## src/verilog/lindyn_pkg.sv

```systemverilog
// Package for the LIN dynamic identifier and bus-loss controller.
// Assumes a single 100 MHz clock domain.
`default_nettype none
package lindyn_pkg;
   localparam logic [5:0]  ID_CMD_FRAME     = 6'h3c;
   localparam logic [5:0]  ID_EXT_FRAME     = 6'h3f;
   localparam logic [7:0]  APP_CMD_MARKER   = 8'h80;
   localparam logic [6:0]  CMD_READ_POS     = 7'h00;
   localparam logic [6:0]  CMD_READ_FULL    = 7'h01;
   localparam logic [6:0]  CMD_READ_OTP     = 7'h02;
   localparam logic [6:0]  CMD_READ_SHORT   = 7'h03;
   localparam logic [6:0]  CMD_GO_SAFE      = 7'h04;
   localparam logic [6:0]  CMD_HALT         = 7'h05;
   localparam logic [6:0]  CMD_ZERO_POS     = 7'h06;
   localparam logic [6:0]  CMD_RELOAD       = 7'h07;
   localparam logic [6:0]  CMD_TWO_TARGET   = 7'h08;
   localparam logic [6:0]  CMD_MOTION_PARAM = 7'h09;
   localparam logic [6:0]  CMD_MOVE_TARGET  = 7'h0b;
   localparam logic [6:0]  CMD_SHORT_1      = 7'h0c;
   localparam logic [6:0]  CMD_SHORT_2      = 7'h0d;
   localparam logic [6:0]  CMD_SHORT_4      = 7'h0e;
   localparam logic [6:0]  CMD_DECEL_HALT   = 7'h0f;
   localparam logic [6:0]  CMD_OTP_PROG     = 7'h10;
   localparam logic [6:0]  CMD_ASSIGN_ID    = 7'h11;
   localparam int          SLOT_COUNT       = 9;
   localparam int          PAIRS_PER_FRAME  = 4;
   localparam logic [3:0]  SLOT_MAX         = 4'h8;
   localparam logic [10:0] SAFE_POS_NONE    = 11'h400;
   localparam logic [5:0]  ID_RESET_VAL     = 6'h00;
   localparam int          LOST_FRAMES      = 25000;
   localparam int          BAUD_RATE        = 19200;
   localparam int          CLK_HZ           = 100000000;
   // One LIN frame, about 52 bit times at this baud
   localparam int          FRAME_BITS       = 52;
   localparam int          FRAME_CYCLES     = (CLK_HZ / BAUD_RATE) * FRAME_BITS;

   typedef struct packed {
      logic [5:0] ident;
      logic [7:0] d1;
      logic [7:0] d2;
      logic [7:0] d3;
      logic [7:0] d4;
      logic [7:0] d5;
      logic [7:0] d6;
      logic [7:0] d7;
      logic [7:0] d8;
   } lindyn_frame_t;

   typedef struct packed {
      logic       read_cmd;
      logic       write_cmd;
      logic       assign_cmd;
   } lindyn_cmd_class_t;

   typedef enum logic [2:0] {
      ST_SHUTDOWN,
      ST_NORMAL,
      ST_SAFE_MOVE,
      ST_SLEEP
   } lindyn_state_t;
endpackage : lindyn_pkg
`default_nettype wire

```

## src/verilog/lindyn_ctrl.sv

```systemverilog
// LIN slave command handling: dynamic id store, command decode, bus-loss.
// Assumes frames arrive already checked as a one-cycle valid pulse on mclk.
// Operation
// RULE1: Ids 0x3C and 0x3F are command/extended frames, never assignable.
// RULE2: Assignment is 0x3C frame with data1 0x80 and command byte 0x91.
// RULE3: Each assignment frame carries four id/pointer pairs; three frames fill all slots.
// RULE4: Address bit7 zero means broadcast; otherwise physical address must match.
// RULE5: Bytes 4 and 5 unpack id1 and pointer1, id2 low bits, pointer2.
// RULE6: Bytes 6 to 8 unpack pointer3, id2 high, pointer4, id3, id4.
// RULE7: Pointer codes select position, status, move, short moves, general, preparation slots.
// RULE8: Command codes decode into read, write and assignment classes.
// RULE9: Ids with low three bits variable address at most eight nodes.
// RULE10: Bus-lost flag after 25000 frame periods without valid traffic.
// RULE11: Bus lost with safe position not 0x400: move there, then sleep.
// RULE12: Bus lost with safe position 0x400: sleep directly.
// RULE13: Safe move copies 11-bit safe position into target position.
// RULE14: Safe position used is the RAM copy.
// RULE15: Floating address pin two behaves as bus loss.
// RULE16: Without a full-state read since power-up, stay in shutdown, motor unpowered.
// RULE17: Indirect read honoured only directly after a preparing frame for this node.
// RULE18: Pairs with undefined pointer codes are ignored.
`default_nettype none
module lindyn_ctrl #(
   parameter int LOST_FRAMES_P  = lindyn_pkg::LOST_FRAMES,
   parameter int FRAME_CYCLES_P = lindyn_pkg::FRAME_CYCLES
) (
   input  wire logic                      mclk,
   input  wire logic                      arst_n,
   input  wire logic                      frame_valid,
   input  wire lindyn_pkg::lindyn_frame_t frame_in,
   input  wire logic [6:0]                node_addr,
   input  wire logic                      hardwired_addr_pin_two_float,
   input  wire logic [10:0]               safe_target_pos,
   input  wire logic [15:0]               current_pos_reg,
   input  wire logic                      move_done,
   output logic [5:0]                     assigned_frame_ident [lindyn_pkg::SLOT_COUNT],
   output logic [15:0]                    move_target_pos,
   output logic                           safe_move_start,
   output logic                           motor_powered,
   output logic                           sleep_req,
   output logic                           bus_lost,
   output logic                           cmd_strobe,
   output logic [6:0]                     cmd_code,
   output lindyn_pkg::lindyn_cmd_class_t  cmd_class,
   output logic                           indirect_read_ok
);
   import lindyn_pkg::*;

   function automatic lindyn_cmd_class_t classify(input logic [6:0] c);
      lindyn_cmd_class_t r;
      r = '0;
      if (c <= CMD_READ_SHORT)
         r.read_cmd = 1'b1; // RULE8
      else if ((c <= CMD_MOTION_PARAM) || ((c >= CMD_MOVE_TARGET) && (c <= CMD_OTP_PROG)))
         r.write_cmd = 1'b1; // RULE8
      else if (c == CMD_ASSIGN_ID)
         r.assign_cmd = 1'b1; // RULE8
      return r;
   endfunction : classify

   logic        rst_s1;
   logic        rst_n;
   logic        pin2_s1;
   logic        pin2_s2;
   always_ff @(posedge mclk or negedge arst_n)
   begin
      if (!arst_n)
      begin
         rst_s1 <= 1'b0;
         rst_n  <= 1'b0;
      end
      else
      begin
         rst_s1 <= 1'b1;
         rst_n  <= rst_s1;
      end
   end

   // Address pin is asynchronous to mclk
   always_ff @(posedge mclk or negedge rst_n)
   begin
      if (!rst_n)
      begin
         pin2_s1 <= 1'b0;
         pin2_s2 <= 1'b0;
      end
      else
      begin
         pin2_s1 <= hardwired_addr_pin_two_float;
         pin2_s2 <= pin2_s1;
      end
   end

   logic       is_cmd_frame;
   logic       addr_hit;
   logic       assign_frame;
   logic [5:0] pair_id  [PAIRS_PER_FRAME];
   logic [3:0] pair_ptr [PAIRS_PER_FRAME];
   assign is_cmd_frame = frame_in.ident == ID_CMD_FRAME; // RULE1
   assign addr_hit = !frame_in.d3[7] || (frame_in.d3[6:0] == node_addr); // RULE4
   assign assign_frame = frame_valid && is_cmd_frame && (frame_in.d1 == APP_CMD_MARKER)
                         && frame_in.d2[7] && (frame_in.d2[6:0] == CMD_ASSIGN_ID); // RULE2
   assign pair_id[0]  = {frame_in.d5[1:0], frame_in.d4[7:4]}; // RULE5
   assign pair_ptr[0] = frame_in.d4[3:0]; // RULE5
   assign pair_id[1]  = {frame_in.d6[3:0], frame_in.d5[7:6]}; // RULE5
   assign pair_ptr[1] = frame_in.d5[5:2]; // RULE5
   assign pair_ptr[2] = frame_in.d6[7:4]; // RULE6
   assign pair_id[2]  = frame_in.d7[5:0]; // RULE6
   assign pair_ptr[3] = {frame_in.d8[1:0], frame_in.d7[7:6]}; // RULE6
   assign pair_id[3]  = frame_in.d8[7:2]; // RULE6

   // Later pairs win when a frame names one slot twice
   always_ff @(posedge mclk or negedge rst_n)
   begin
      if (!rst_n)
         for (int s = 0; s < SLOT_COUNT; s++)
            assigned_frame_ident[s] <= ID_RESET_VAL;
      else if (assign_frame && addr_hit) // RULE4
         for (int p = 0; p < PAIRS_PER_FRAME; p++) // RULE3
            if ((pair_ptr[p] <= SLOT_MAX) && (pair_id[p] != ID_CMD_FRAME)
                && (pair_id[p] != ID_EXT_FRAME)) // RULE18 RULE1
               assigned_frame_ident[pair_ptr[p][3:0]] <= pair_id[p]; // RULE7 RULE9
   end

   // Command decode of 0x3c frames with data1 0x80 and bit7 set in data2, address filtered
   logic cmd_frame_ok;
   // Decoded once: a member cannot be selected straight off a call
   lindyn_cmd_class_t frame_class;
   assign frame_class  = classify(frame_in.d2[6:0]); // RULE8
   assign cmd_frame_ok = frame_valid && is_cmd_frame && (frame_in.d1 == APP_CMD_MARKER)
                         && frame_in.d2[7] && addr_hit;
   always_ff @(posedge mclk or negedge rst_n)
   begin
      if (!rst_n)
      begin
         cmd_strobe <= 1'b0;
         cmd_code   <= 7'h00;
         cmd_class  <= '0;
      end
      else
      begin
         cmd_strobe <= cmd_frame_ok;
         if (cmd_frame_ok)
         begin
            cmd_code  <= frame_in.d2[6:0];
            cmd_class <= frame_class; // RULE8
         end
      end
   end

   // Preparing frame arms exactly the next frame
   logic prep_armed_reg;
   logic prep_frame;
   logic prep_dyn;
   assign prep_dyn   = frame_in.ident == assigned_frame_ident[SLOT_MAX] && frame_in.d1[7]
                       && frame_in.d2[7] && (frame_in.d2[6:0] == node_addr);
   assign prep_frame = frame_valid && ((cmd_frame_ok && frame_in.d3[7]
                       && frame_class.read_cmd) || prep_dyn);
   always_ff @(posedge mclk or negedge rst_n)
   begin
      if (!rst_n)
         prep_armed_reg <= 1'b0;
      else if (frame_valid)
         prep_armed_reg <= prep_frame; // RULE17
   end
   assign indirect_read_ok = prep_armed_reg; // RULE17

   // Frame-period divider and silent-frame counter
   logic [$clog2(FRAME_CYCLES_P+1)-1:0] div_reg;
   logic [$clog2(LOST_FRAMES_P+1)-1:0]  lost_cnt_reg;
   logic                                frame_tick;
   assign frame_tick = div_reg == ($bits(div_reg))'(FRAME_CYCLES_P - 1);
   always_ff @(posedge mclk or negedge rst_n)
   begin
      if (!rst_n)
         div_reg <= '0;
      else if (frame_valid || frame_tick)
         div_reg <= '0;
      else
         div_reg <= div_reg + 1'b1;
   end
   always_ff @(posedge mclk or negedge rst_n)
   begin
      if (!rst_n)
      begin
         lost_cnt_reg <= '0;
         bus_lost     <= 1'b0;
      end
      else if (frame_valid)
      begin
         lost_cnt_reg <= '0;
         bus_lost     <= 1'b0;
      end
      else if (frame_tick && !bus_lost)
      begin
         lost_cnt_reg <= lost_cnt_reg + 1'b1;
         if (lost_cnt_reg == ($bits(lost_cnt_reg))'(LOST_FRAMES_P - 1))
            bus_lost <= 1'b1; // RULE10
      end
   end

   // Main power state
   lindyn_state_t state_reg;
   logic          full_read_seen;
   logic          lost_event;
   assign full_read_seen = cmd_frame_ok && (frame_in.d2[6:0] == CMD_READ_FULL);
   assign lost_event = bus_lost || pin2_s2; // RULE15
   always_ff @(posedge mclk or negedge rst_n)
   begin
      if (!rst_n)
      begin
         state_reg       <= ST_SHUTDOWN;
         move_target_pos <= 16'h0000;
         safe_move_start <= 1'b0;
      end
      else
      begin
         safe_move_start <= 1'b0;
         case (state_reg)
            ST_SHUTDOWN:
               if (full_read_seen)
                  state_reg <= ST_NORMAL; // RULE16
            ST_NORMAL:
               if (lost_event)
               begin
                  if (safe_target_pos == SAFE_POS_NONE) // RULE14
                     state_reg <= ST_SLEEP; // RULE12
                  else
                  begin
                     move_target_pos <= {{5{safe_target_pos[10]}}, safe_target_pos}; // RULE13
                     safe_move_start <= 1'b1; // RULE11
                     state_reg       <= ST_SAFE_MOVE;
                  end
               end
            ST_SAFE_MOVE:
               if (move_done)
                  state_reg <= ST_SLEEP; // RULE11
            ST_SLEEP:
               state_reg <= ST_SLEEP;
            default:
               state_reg <= ST_SHUTDOWN;
         endcase
      end
   end
   assign motor_powered = (state_reg == ST_NORMAL) || (state_reg == ST_SAFE_MOVE); // RULE16
   assign sleep_req     = state_reg == ST_SLEEP;
endmodule : lindyn_ctrl
`default_nettype wire

```

## config.mk

```make
export PLATFORM = sky130hd
export DESIGN_NAME = lindyn_ctrl
export DESIGN_NICKNAME = d
export VERILOG_FILES = /design/src/verilog/lindyn_pkg.sv /design/src/verilog/lindyn_ctrl.sv
export SDC_FILE = /design/constraint.sdc
export NUM_CORES = 1
export LEC_CHECK = 0
export BUFFER_PORTS_ARGS = -buffer_cell sky130_fd_sc_hd__buf_2
export CORE_UTILIZATION = 55
export DETAILED_ROUTE_END_ITERATION = 12
export PLACE_DENSITY = 0.82
export SLEW_MARGIN = 20
export SYNTH_ARGS = -nofsm -noshare
export SYNTH_HDL_FRONTEND = slang
export SYNTH_SLANG_ARGS = --single-unit
```

## constraint.sdc

```tcl
create_clock -name mclk -period 7.25 [get_ports mclk]
set_input_delay 1.45 -clock mclk [delete_from_list [all_inputs] [get_ports mclk]]
set_output_delay 1.45 -clock mclk [all_outputs]
set_load 0.1 [all_outputs]
```

==> impl_metrics.py <==
metrics = {
    "run_status": {
        "status": "finished clean",
    },
    "floorplan": {
        "die_y_um": 122.7,
        "rows": 43,
        "start_util_pct": 57.10,
        "pin_count": 195,
        "die_w_um": 122.7,
        "core_um2": 14040,
        "die_area_um2": 15060,
    },
    "layout": {
        "final_cell_area_um2": 9460,
        "layout-drive-gt1-share_pct": 22.39,
        "final_cells": 1283,
        "area_growth_pct": 17.99,
        "antenna_cells": 0,
        "largest_register_ffs": 54,
        "nets": 1206,
    },
    "synth": {
        "synthFlopType": "dfrtp_1",
        "synth.top_cells.by_area": "dfrtp_1 37%, o21ai_0 6.9%, nand2_1 5.1%",
        "synthCells": 951,
        "syn_nets": 1067,
        "synth_top_family_by_area": "compound AO/OA/AOI/OAI gates",
        "ys_seq_area_share_pct": 37.14,
        "synth-seq-cells": 119,
        "synth_common_cells": "119 x dfrtp_1, 111 x o21ai_0, 108 x nand2_1",
        "synth_cell_types": 70,
        "syn_avg_cell_area_um2": 8.431,
        "netlist_area_um2": 8018,
        "synth_top_area_share_pct": 37.14,
        "synth.area.mux_share_pct": 3.558,
        "synthXorXnorAreaFrac_pct": 6.102,
        "synth_area_leader_cell": "dfrtp_1",
        "synth_compound_area_share_pct": 25.81,
        "ys_warn_count": 0,
        "synth_most_common_cell": "dfrtp_1",
        "synth-edff-count": 0,
        "synth-simple-area-share_pct": 22.10,
        "synth_adder_area_share_pct": 1.092,
        "async_flop_share_pct": 100.0,
    },
    "route": {
        "num_vias": 8433,
        "wl_per_cell_um": 20.76,
        "drt-initial-drc-count": 904,
        "via_per_inst": 6.573,
        "detail-route-antenna-nets": 0,
        "drt_first_pass_iters": 6,
        "drc": 0,
        "wirelength_um": 26630,
    },
    "setup_path": {
        "path_class": "input port to flop",
        "end_kind": "flop",
        "required_ns": 7.59,
        "start_kind": "input port",
        "rrSetupSlack_ns": 4.83,
        "critPathMaxFanout": 16,
        "arrival_ns": 3.88,
    },
    "timing": {
        "worst_pin_slew_ns": 0.9393,
        "relSlewSlack_pct": 37.38,
        "skew_ns": 0.008096,
        "final_hold_viol_count": 0,
        "rsz0062_at_grt": "no",
        "drv_slew": 0,
        "setup_slack_ns": 3.710,
        "timing.final.crit_share_pct": 48.82,
        "tns_ns": 0,
        "setup_viol": 0,
        "fin_crit_ns": 3.540,
        "max_freq_ghz": 0.2825,
    },
    "place": {
        "routabilityCongestion": 0.9981,
        "placed_area_um2": 8909,
        "dp_cells": 1251,
        "dpl.hpwl_um": 18490,
        "preCtsSetupSlack_ns": 3.305,
        "port_buffers": 178,
    },
    "clocking": {
        "root_buffer": "clkbuf_16",
        "clkTransAtPathRegs_ns": 0.06,
        "postCtsSetupRepairBufs": 0,
        "h-tree-depth": 4,
        "cts.path.max_buffers": 2,
        "clock_latency_ns": 0.43,
        "cts_tree": "done",
        "cts.sinks": 119,
        "holdBufCountCts": 0,
        "post_cts_resized": 0,
        "numCtsBuffers": 17,
    },
    "grt": {
        "grt_use_total_pct": 36.44,
        "grt_max_degree": 75,
        "grt_pass1_vias": 7878,
        "grt_overflow": 0,
        "grt_pass1_wl_um": 41380,
        "antenna_found_initial": 0,
    },
    "worst_hold_path": {
        "worstHoldPathType": "flop to flop",
    },
    "pwr": {
        "vdd_ir_drop_max_v": 0.0002028,
        "finalPower_mw": 1.741,
        "power_per_cell_area_nw_per_um2": 184.0,
        "p_leak_nw": 4.166,
    },
    "run": {
        "cap_violations": 0,
    },
}
cell families (layout without fill, tap and decap cells):
| family | count (synthesis) | in the layout |
|---|---|---|
| and+or+nand+nor | 359 | 359 |
| AOI/OAI and AO/OA | 308 | 308 |
| DFF | 119 | 119 |
| buffers and inverters | 75 | 227 |
| xor gates and xnor gates | 55 | 55 |
| muxes | 27 | 27 |
| adders and majority gates | 7 | 7 |
| other | 1 | 1 |
cell type report:
class / instances / area (µm²)
Clock buffer: 21 / 450.4
Clock inverter: 11 / 101.3
Fill cell: 1174 / 4582
Inverter: 9 / 33.78
Multi-Input combinational cell: 757 / 4717
Sequential cell: 119 / 2982
Tap cell: 180 / 225.2
Timing Repair Buffer: 186 / 950.9
layout by cell type, fill, tap and decap left out, drive strengths merged, types with 4 or more instances in the layout:
cell type and instances:
a2111o 5, a211oi 44, a21boi 5, a21o 7
a21oi 38, a221oi 26, a311oi 15, a32oi 7
and2 6, and3 9, and4 5, buf 186
clkbuf 21, clkinv 9, dfrtp 119, ha 7
inv 9, mux2 12, mux2i 15, nand2 108
nand2b 9, nand3 32, nand4 14, nor2 95
nor2b 12, nor3 27, nor4 14, nor4b 6
o21ai 117, o22ai 7, o31a 4, o31ai 9
or2 4, or4 5, xnor2 21, xor2 34
final timing paths:
| kind | startpoint | end | cells after the start |
|---|---|---|---|
| min in group asynchronous | rst_n$_DFF_PN0_ | assigned_frame_ident[26]$_DFFE_PN0P_ | 0 |
| min | pin2_s1$_DFF_PN0_ | pin2_s2$_DFF_PN0_ | 0 |
| max in group asynchronous | rst_n$_DFF_PN0_ | div_reg[16]$_DFF_PN0_ | 1 |
| max | frame_in[36] | assigned_frame_ident[28]$_DFFE_PN0P_ | 7 |
| min reg2reg | pin2_s1$_DFF_PN0_ | pin2_s2$_DFF_PN0_ | 0 |
| max reg2reg | div_reg[0]$_DFF_PN0_ | lost_cnt_reg[10]$_DFFE_PN0P_ | 7 |
report_power, final:
| group | switching (mW) | leakage, nW | internal (mW) |
|---|---|---|---|
| Clock | 0.317 | 0.271 | 0.479 |
| Combinational | 0.189 | 2.28 | 0.0726 |
| Sequential | 0.0114 | 1.61 | 0.671 |
per-stage QoR:
stage / hold WS [ns] / utilization, %
2_1_floorplan: 0.3312 / -
3_3_place_gp: 0.3373 / 63.44
3_5_place_dp: 0.3379 / 63.44
4_1_cts: 0.3579 / 67.37
5_1_grt: 0.3601 / 67.37
6_report: 0.3518 / 67.37
critical path, cell delays in order:
cell and delay (ns):
buf_2 0.15, xnor2_1 0.67, nand2_1 0.62, a311oi_1 0.61, o21a_1 0.20, o21ai_0 0.07, o21ai_0 0.11
per-layer routing:
layer,share of wire (%),GRT usage (%),up-vias
li1,-,-,3828
met1,38,45.16,3926
met2,45,56.43,528
met3,11,9.247,151
met4,6.2,23.40,0
met5,0,0,-
No activity file was read; power rests on OpenSTA's default activity.
